`config.mk`:
```
export PLATFORM = sky130hd
export DESIGN_NAME = csr_top
export DESIGN_NICKNAME = d
export VERILOG_FILES = /design/src/rtl/csr_pkg.sv /design/src/rtl/csr_top.sv /design/src/rtl/csr_ref_mux.sv
export SDC_FILE = /design/constraint.sdc
export NUM_CORES = 1
export LEC_CHECK = 0
export BUFFER_PORTS_ARGS = -buffer_cell sky130_fd_sc_hd__buf_4
export CORE_MARGIN = 2
export CORE_UTILIZATION = 35
export CTS_CLUSTER_SIZE = 16
export DETAILED_ROUTE_END_ITERATION = 12
export GPL_TIMING_DRIVEN = 0
export MAX_ROUTING_LAYER = met4
export PLACE_DENSITY = 0.57
export SYNTH_ARGS = -nofsm -noshare
export SYNTH_HDL_FRONTEND = slang
export SYNTH_SLANG_ARGS = --single-unit
```
`constraint.sdc`:
```
create_clock -name mclk_in -period 2.5 [get_ports mclk_in]
set_input_delay 0 -clock mclk_in [delete_from_list [all_inputs] [get_ports mclk_in]]
set_output_delay 0 -clock mclk_in [all_outputs]
set_load 0.01 [all_outputs]
```
`src/rtl/csr_pkg.sv`:
```
// package for the configuration select and reference pick block
// assumes one 250 MHz clock and an internal register port for 0x13
package csr_pkg;
   localparam int unsigned CLK_MHZ = 250;
   localparam int unsigned SEL_QUIET_MS = 10;
   localparam int unsigned SEL_QUIET_CYC = SEL_QUIET_MS * 1000 * CLK_MHZ;
   localparam int unsigned LOAD_US = 1000;
   // longest time rounds down
   localparam int unsigned LOAD_CYC = LOAD_US * CLK_MHZ;
   localparam logic [7:0] REG_PRIM_ADDR = 8'h13;
   localparam int unsigned PRIM_BIT = 1;
   localparam logic [7:0] PRIM_RESET = 8'h00;
   localparam int unsigned SM_HI_BIT = 1;
   localparam logic [1:0] CFG_ZERO = 2'h0;
   localparam int unsigned STRAP_SAMPLE_CYC = 4;
   localparam int unsigned SPREAD_W = 8;

   typedef enum logic [1:0] {
      CSR_SRC_CRYSTAL,
      CSR_SRC_DIFF
   } csr_src_t;

   typedef struct packed {
      logic i2c_dflt;
      logic [1:0] cfg;
   } csr_load_t;

   typedef struct packed {
      logic wr;
      logic [7:0] addr;
      logic [7:0] data;
   } csr_reg_wr_t;
endpackage : csr_pkg

```
`src/rtl/csr_top.sv`:
```
// power-up strap capture, configuration select and reference pick
// assumes select pins are clean synchronous levels from a board controller
// Function
// - the strap pin is sampled once at power-up and high makes the shared pins selects.
// - a low or floating strap makes the shared pins the i2c lines.
// - after sampling the strap pin becomes the reference clock output.
// - with strap high the two select bits pick config 0 to 3 and i2c is off.
// - with strap low i2c is on and loads i2c defaults or config 0 by stored bit 7.
// - select changes count only after 10 ms, with strap high and stored bit 7 zero.
// - after a select change the new config is loaded within 1 ms.
// - manual mode source is crystal when primary bit xor pick pin is 0, else diff.
// - the primary bit is bit 1 of primary_source_ctrl and is writable over i2c.
// - spread modulation amount is passed to the fractional dividers.
// - the pick pin acts only when the mode field upper bit is zero, glitch free.
`timescale 1ns/1ps
module csr_top #(
   parameter int unsigned SEL_QUIET_CYC = csr_pkg::SEL_QUIET_CYC,
   parameter int unsigned LOAD_CYC = csr_pkg::LOAD_CYC
) (
   input wire logic mclk_in,
   input wire logic sys_rst_in,
   input wire logic refout_strap_pin_in,
   output logic refout_strap_pin_out,
   output logic refout_strap_pin_oe_n_out,
   input wire logic refclk_in,
   input wire logic cfg_pick_hi_in,
   input wire logic cfg_pick_lo_in,
   input wire logic i2c_default_load_bit_in,
   input wire logic input_pick_pin_in,
   input wire logic [1:0] switchover_mode_field_in,
   input wire csr_pkg::csr_reg_wr_t reg_wr_in,
   input wire logic [7:0] reg_rd_addr_in,
   output logic [7:0] reg_rd_data_out,
   input wire logic [csr_pkg::SPREAD_W-1:0] spread_amount_in,
   output logic [csr_pkg::SPREAD_W-1:0] fod_spread_out,
   output logic strap_done_out,
   output logic i2c_enable_out,
   output logic sel_pins_enable_out,
   output csr_pkg::csr_load_t load_out,
   output logic load_pulse_out,
   output logic loading_out,
   output csr_pkg::csr_src_t ref_src_out
);
   ////////////////////////////////////////////////////////////////////////
   typedef enum logic [1:0] {ST_STRAP, ST_BOOT, ST_RUN, ST_LOAD} csr_st_t;
   csr_st_t st;
   csr_st_t next_st;
   logic strap;
   logic next_strap;
   logic [2:0] samp;
   logic [2:0] next_samp;
   logic [31:0] tmr;
   logic [31:0] next_tmr;
   logic quiet_done;
   logic next_quiet_done;
   logic [1:0] sel_seen;
   logic [1:0] next_sel_seen;
   csr_pkg::csr_load_t load;
   csr_pkg::csr_load_t next_load;
   logic pulse;
   logic next_pulse;
   logic [7:0] prim_reg;
   logic [7:0] next_prim_reg;
   logic [7:0] rd_data;
   logic [7:0] next_rd_data;
   logic [csr_pkg::SPREAD_W-1:0] spread;
   logic [csr_pkg::SPREAD_W-1:0] next_spread;
   logic [1:0] sel_now;
   // end counts cut to the timer width on purpose
   localparam logic [31:0] QUIET_LAST = 32'(SEL_QUIET_CYC - 1);
   localparam logic [31:0] LOAD_LAST = 32'(LOAD_CYC - 1);

   assign sel_now = {cfg_pick_hi_in, cfg_pick_lo_in};

   ////////////////////////////////////////////////////////////////////////
   always_comb begin
      next_st = st;
      next_strap = strap;
      next_samp = samp;
      next_tmr = tmr;
      next_quiet_done = quiet_done;
      next_sel_seen = sel_seen;
      next_load = load;
      next_pulse = 1'b0;
      // one timer for both waits; a select change load only starts once quiet is done
      if (!quiet_done) begin
         if (tmr >= QUIET_LAST)
            next_quiet_done = 1'b1;
         else
            next_tmr = tmr + 32'h1;
      end
      unique case (st)
         ST_STRAP: begin
            // the pin is released here, so pull resistors set its level
            // a few cycles of settle, then one capture
            if (samp == 3'(csr_pkg::STRAP_SAMPLE_CYC - 1)) begin
               next_strap = refout_strap_pin_in;
               next_st = ST_BOOT;
            end else begin
               next_samp = samp + 3'h1;
            end
         end
         ST_BOOT: begin
            // boot load takes the pins as they stand after capture
            next_pulse = 1'b1;
            next_sel_seen = sel_now;
            if (strap) begin
               next_load.i2c_dflt = 1'b0;
               next_load.cfg = sel_now;
            end else begin
               next_load.i2c_dflt = i2c_default_load_bit_in;
               next_load.cfg = csr_pkg::CFG_ZERO;
            end
            next_st = ST_RUN;
         end
         ST_RUN: begin
            // changes inside a load window are caught here on return
            // late select changes only
            if (strap && quiet_done && !i2c_default_load_bit_in &&
                sel_now != sel_seen) begin
               next_sel_seen = sel_now;
               next_load.cfg = sel_now;
               next_tmr = '0;
               next_st = ST_LOAD;
            end
         end
         ST_LOAD: begin
            // load applied inside 1 ms
            // pulse once at the start; the window is the busy time
            if (tmr == 32'h0)
               next_pulse = 1'b1;
            if (tmr >= LOAD_LAST)
               next_st = ST_RUN;
            else
               next_tmr = tmr + 32'h1;
         end
      endcase
   end

   always_ff @(posedge mclk_in or posedge sys_rst_in) begin
      if (sys_rst_in) begin
         st <= ST_STRAP;
         strap <= 1'b0;
         samp <= '0;
         tmr <= '0;
         quiet_done <= 1'b0;
         sel_seen <= '0;
         load <= '0;
         pulse <= 1'b0;
      end else begin
         st <= next_st;
         strap <= next_strap;
         samp <= next_samp;
         tmr <= next_tmr;
         quiet_done <= next_quiet_done;
         sel_seen <= next_sel_seen;
         load <= next_load;
         pulse <= next_pulse;
      end
   end

   ////////////////////////////////////////////////////////////////////////
   always_comb begin
      next_prim_reg = prim_reg;
      if (reg_wr_in.wr && !strap && st != ST_STRAP &&
          reg_wr_in.addr == csr_pkg::REG_PRIM_ADDR)
         next_prim_reg = reg_wr_in.data;
      // read data registered, one cycle after the address
      next_rd_data = (reg_rd_addr_in == csr_pkg::REG_PRIM_ADDR) ?
                     prim_reg : 8'h00;
      // spread to dividers, range is left to software
      next_spread = spread_amount_in;
   end

   always_ff @(posedge mclk_in or posedge sys_rst_in) begin
      if (sys_rst_in) begin
         prim_reg <= csr_pkg::PRIM_RESET;
         rd_data <= 8'h00;
         spread <= '0;
      end else begin
         prim_reg <= next_prim_reg;
         rd_data <= next_rd_data;
         spread <= next_spread;
      end
   end

   ////////////////////////////////////////////////////////////////////////
   // source follows register bit 1 and the pick pin
   csr_ref_mux u_mux (
      .mclk_in(mclk_in),
      .sys_rst_in(sys_rst_in),
      .primary_source_bit_in(prim_reg[csr_pkg::PRIM_BIT]),
      .input_pick_pin_in(input_pick_pin_in),
      .switchover_mode_field_in(switchover_mode_field_in),
      .src_out(ref_src_out)
   );

   ////////////////////////////////////////////////////////////////////////
   assign strap_done_out = (st != ST_STRAP);
   // plain pass-through, no retiming, keeps the reference edges clean
   // pin turns to ref output
   assign refout_strap_pin_oe_n_out = (st == ST_STRAP);
   assign refout_strap_pin_out = (st == ST_STRAP) ? 1'b0 : refclk_in;
   assign i2c_enable_out = strap_done_out && !strap;
   assign sel_pins_enable_out = strap_done_out && strap;
   assign load_out = load;
   assign load_pulse_out = pulse;
   // busy through strap, boot and the load window
   assign loading_out = (st == ST_LOAD) || (st == ST_STRAP) || (st == ST_BOOT);
   assign reg_rd_data_out = rd_data;
   assign fod_spread_out = spread;
endmodule : csr_top

```
`src/rtl/csr_ref_mux.sv`:
```
// reference input selector for manual switchover
// assumes both reference clocks are already sampled as levels
`timescale 1ns/1ps
module csr_ref_mux (
   input wire logic mclk_in,
   input wire logic sys_rst_in,
   input wire logic primary_source_bit_in,
   input wire logic input_pick_pin_in,
   input wire logic [1:0] switchover_mode_field_in,
   output csr_pkg::csr_src_t src_out
);
   csr_pkg::csr_src_t src;
   csr_pkg::csr_src_t next_src;

   always_comb begin
      next_src = src;
      if (!switchover_mode_field_in[csr_pkg::SM_HI_BIT]) begin
         if (primary_source_bit_in ^ input_pick_pin_in)
            next_src = csr_pkg::CSR_SRC_DIFF;
         else
            next_src = csr_pkg::CSR_SRC_CRYSTAL;
      end
   end

   always_ff @(posedge mclk_in or posedge sys_rst_in) begin
      if (sys_rst_in)
         src <= csr_pkg::CSR_SRC_CRYSTAL;
      else
         src <= next_src;
   end

   assign src_out = src;
endmodule : csr_ref_mux

```
# == After elaboration in Yosys (flattened, before gate mapping) ==
# Cells that the tools add are included.
# word_totals
reg_bits,71
in_bits,43
out_inout_bits,28
wordCells,69
# op_classes
add_sub_neg,2
magnitude_cmp,2
n_eq_ne,10
mux,20
n_bitwise,2
reduce_logical,20
# op_table
cell,n
$mux W32,4
$pmux W32 S2,1
$add A32 B1 Y32 const B,1
$ge A32 B18 Y1 const B,1
$ge A32 B22 Y1 const B,1
$logic_not A32 Y1,1
$eq A8 B5 Y1 const B,2
$logic_and A1 B1 Y1,8
$mux W2,4
$mux W8,1
$pmux W2 S2,2
$pmux W2 S4,1
$reduce_and A2 Y1,3
$mux W1,5
$eq A2 B2 Y1 const B,2
$ne A2 B2 Y1 const B,2
$reduce_bool A2 Y1,2
$add A3 B1 Y3 const B,1
$eq A3 B2 Y1 const B,1
$mux W3,1
$reduce_and A3 Y1,1
$eq A2 B1 Y1 const B,1
$logic_not A1 Y1,2
$logic_not A2 Y1,1
other kinds (6),7

# == Depth between registers and ports, before layout ==
# logic_depth
word_depth,5
mapped_depth,9
depth_no_buf,7

# == Hierarchy ==
# Synthesis repeated with hierarchy kept, for this count alone.
# unflattened
hier_cells,295
area_unflattened_um2,3240.6
# modules_own_cells
mod,n_inst,cells_per_inst,area_per_inst_um2,seq_area_each_um2
csr_top,1,288,3183.1,1726.7
csr_ref_mux,1,7,57.6,25.0

# == Worst setup path before layout ==
# OpenSTA, ideal clock, no wires.
# synth_path
path_type,reg-to-reg
from,register tmr[9]
to,register tmr[11]
setup_ns,0.078
arrival_ns,2.325
required_ns,2.422
path_slack_ns,0.097
path_stages_with_launch,9
path_buffers,2
period_less_slack_ns,2.403
path_cell_list,dfrtp_1 -> buf_6 -> or4_4 -> o2111a_1 -> a211oi_2 -> o21ba_2 -> buf_6 -> or4_1 -> a21oi_1
# synth_via
elab_chain_len,5
word_cells_on_any_way,8
cone_classes,add/sub (1); order compare (2); mux (5)
# synth_rtl
element,line,text
"start, declared",csr_top.sv:52,logic [31:0] tmr;
"start signal, assigned",csr_top.sv:154,tmr <= next_tmr;
$add A32 B1 Y32 / $ge A32 B22 Y1 (equally long branches),"csr_top.sv:90, csr_top.sv:135, csr_top.sv:87",
$mux W32,csr_top.sv:87,if (tmr >= QUIET_LAST)
$mux W32,csr_top.sv:86,if (!quiet_done) begin
"$mux W32, on equally long branches","csr_top.sv:132, csr_top.sv:119",
$pmux W32 S2 (*),csr_top.sv:92,unique case (st)
via next_tmr[11],csr_top.sv:53,logic [31:0] next_tmr;
# Mark *: on every way through the listed nets, which the timed path passes. The rest lies on a longest branch.
# A chain may end at the register's enable or synchronous reset.

# == Worst setup path after layout ==
# layout_path
from,register tmr[11]
to,register tmr[11]
# The elaborated chain is that of the path after synthesis.

==> results.yml <==
status:
  status: "finished, violations left"
  violations: "setup timing"
layout:
  largest_reg_flops: 32
  drive_above_1_share: 0.312
  regMostFlops: "tmr"
  layout_common_cells: "buf_4, dfrtp_1, nand2_1"
  final_common_cell: "buf_4"
  antenna_cells: 0
  fin_cells: 524
  area_delta_synth_final_pct: 41.7
  fin_util: 0.502
  nets: 455
timing:
  finalCriticalPeriod_ns: 2.53
  fin_ws_ns: -0.0307
  slew_headroom: 0.280
  fmax_mhz: 395
  maxSlewViolCount: 0
  hold_viol_final: 0
  hold_slack_ns: 0.0522
  finalClockSkew_ns: 0.00819
  final-setup-viol-count: 1
  rsz0062_at_grt: "true"
  worstMarginPinSlew_ns: 1.07
  finalCritPeriodShare: 1.01
  tns_ns: -0.0307
global_route:
  grt_use_total: 0.162
  grt.overflow.total: 0
  grt_pass1_wl_mm: 12.5
  grt_pass1_vias: 2635
  grt_max_degree: 71
  antenna_found_initial: 0
clock_tree:
  cts_max_level: 3
  clock_path_buffers: 2
  root_buffer: "clkbuf_8"
  cts_made_buffers: 9
  cts_sinks: 70
  clk_pin_slew_ns: 0.08
  clock_latency_ns: 0.34
  cts_tree: "built"
pwr:
  p_total_mw: 3.73
  power.leakage_nw: 2.15
  combPwrFrac: 0.314
  power_frac_clock: 0.303
  vdd_ir_drop_max_mv: 0.297
  power_switching_mw: 1.16
  switching_share: 0.311
  p_seq_frac: 0.383
  p_int_mw: 2.57
  p_per_area_nw_per_um2: 816
worst_setup_path:
  crit_required_ns: 2.77
  cp_max_fo: 6
  critPathArrivalTime_ns: 2.80
  crit_type: "register to register"
  r2r_setup_slack_ns: -0.03
  endpoint_kind: "register"
  start_kind: "register"
floorplan:
  die_area_um2: 10000
  core_um2: 9110
  ios: 71
  start_util: 0.354
  die_h_um: 100
  chipWidth_um: 100
  fp-row-count: 35
flow_run:
  drv_cap: 0
place:
  io_buffers: 68
  place.gp.congestion: 0.860
  hpwl_mm: 5.03
  post-place-cells: 477
yosys:
  synth_fp_nets: 345
  synth_cell_type_count: 59
  synth_cells: 298
  syn-mean-instance-area_um2: 10.8
  yosys_warnings: 0
  synth_flop_cell: "dfrtp_1"
  synth_edf_count: 0
  yosys_register_bits: 70
  synthesis.area_um2: 3230
  synthArstFlopShare: 1.00
  synth.yosys.seq_area_share: 0.543
routing:
  ant_nets: 0
  via_count: 2672
  route.detailed.drc: 0
  drt-pass1-iter-count: 4
  first_iter_violations: 80
  drt-total-wl_mm: 7.65
  viasPerCell: 5.10
  wl_per_cell_um: 14.6
worst_hold_path:
  hold_class: "input port to register"
metal layers:
metal / up-vias / part of all wire / track usage
met4: 0 / 0.012 / 0.0453
li1: 1304 / - / -
met5: - / 0 / -
met1: 1293 / 0.46 / 0.211
met3: 6 / 0.053 / 0.0515
met2: 69 / 0.48 / 0.245
cell usage after synthesis (all sizes together) (5+ instances only):
| master | n | area (µm²) |
|---|---|---|
| o21ai | 13 | 65.1 |
| or4 | 5 | 41.3 |
| nor2 | 14 | 52.6 |
| nand2 | 25 | 93.8 |
| dfrtp | 70 | 1750 |
| nand4 | 6 | 37.5 |
| nor4 | 7 | 50.1 |
| or3 | 8 | 50.1 |
| nor3 | 6 | 30.0 |
| nand2b | 5 | 31.3 |
| a21oi | 12 | 60.1 |
| inv | 8 | 30.0 |
| and3 | 14 | 87.6 |
| clkbuf | 10 | 37.5 |
| nand3 | 11 | 55.1 |
| mux2 | 12 | 135 |
| xnor2 | 5 | 43.8 |
| and2 | 13 | 81.3 |
what timing repair did:
item	CTS	global route
hold buffers	23	0
endpoints found under the setup margin	29	35
gates resized for setup	7	23
endpoints found under the hold margin	92	0
setup buffers	1	5
pin swaps	1	20
gates cloned	0	2
area by class of cell:
| type | instances | area (µm²) |
|---|---|---|
| Buffer | 14 | 91.3 |
| Tap cell | 111 | 139 |
| Fill cell | 841 | 4540 |
| Clock inverter | 6 | 109 |
| Multi-Input combinational cell | 206 | 1470 |
| Timing Repair Buffer | 99 | 836 |
| Sequential cell | 70 | 1750 |
| Clock buffer | 10 | 138 |
| Inverter | 8 | 32.5 |
cell families after synthesis:
| group | after synthesis | share of synthesized area |
|---|---|---|
| xor gates and xnor gates | 6 | 0.0163 |
| adders and majority gates | 4 | 0.0155 |
| DFF | 70 | 0.543 |
| and+or+nand+nor | 127 | 0.221 |
| AOI/OAI and AO/OA | 52 | 0.115 |
| buffers and inverters | 22 | 0.0337 |
| muxes | 16 | 0.0543 |
| other | 1 | 0.00116 |
worst paths after layout:
path / start / end / cells after the start
min in group asynchronous: sys_rst_in / fod_spread_out[1] / 3
max reg2reg: tmr[11] / tmr[11] / 7
max: tmr[11] / tmr[11] / 7
min reg2reg: prim_reg[3] / reg_rd_data_out[3] / 1
max in group asynchronous: sys_rst_in / tmr[10] / 3
min: reg_wr_in[15] / prim_reg[6] / 3
power groups by stage:
stage	clock [mW]	sequential [mW]	combinational [mW]
2_1_floorplan	0	1.43	0.604
3_3_place_gp	0	1.44	0.926
3_5_place_dp	0	1.45	0.946
4_1_cts	1.15	1.43	0.991
5_1_grt	1.21	1.45	1.28
6_report	1.13	1.43	1.17
worst max-delay path, cell delays in order (launching register included):
cell      delay [ns]
dfrtp_2         0.43
or4_4           0.56
o2111a_1        0.27
a211oi_2        0.25
o21ba_4         0.21
buf_8           0.14
or4_4           0.48
a21oi_2         0.13
through the flow:
step | instance area, µm² | setup WS (ns)
floorplan | 3230 | 0.0968
global placement | 3870 | -0.261
detailed placement | 3880 | -0.224
CTS | 4380 | -0.0511
global route | 4570 | -0.109
finish | 4570 | -0.0307
No activity file was read; power rests on OpenSTA's default activity.
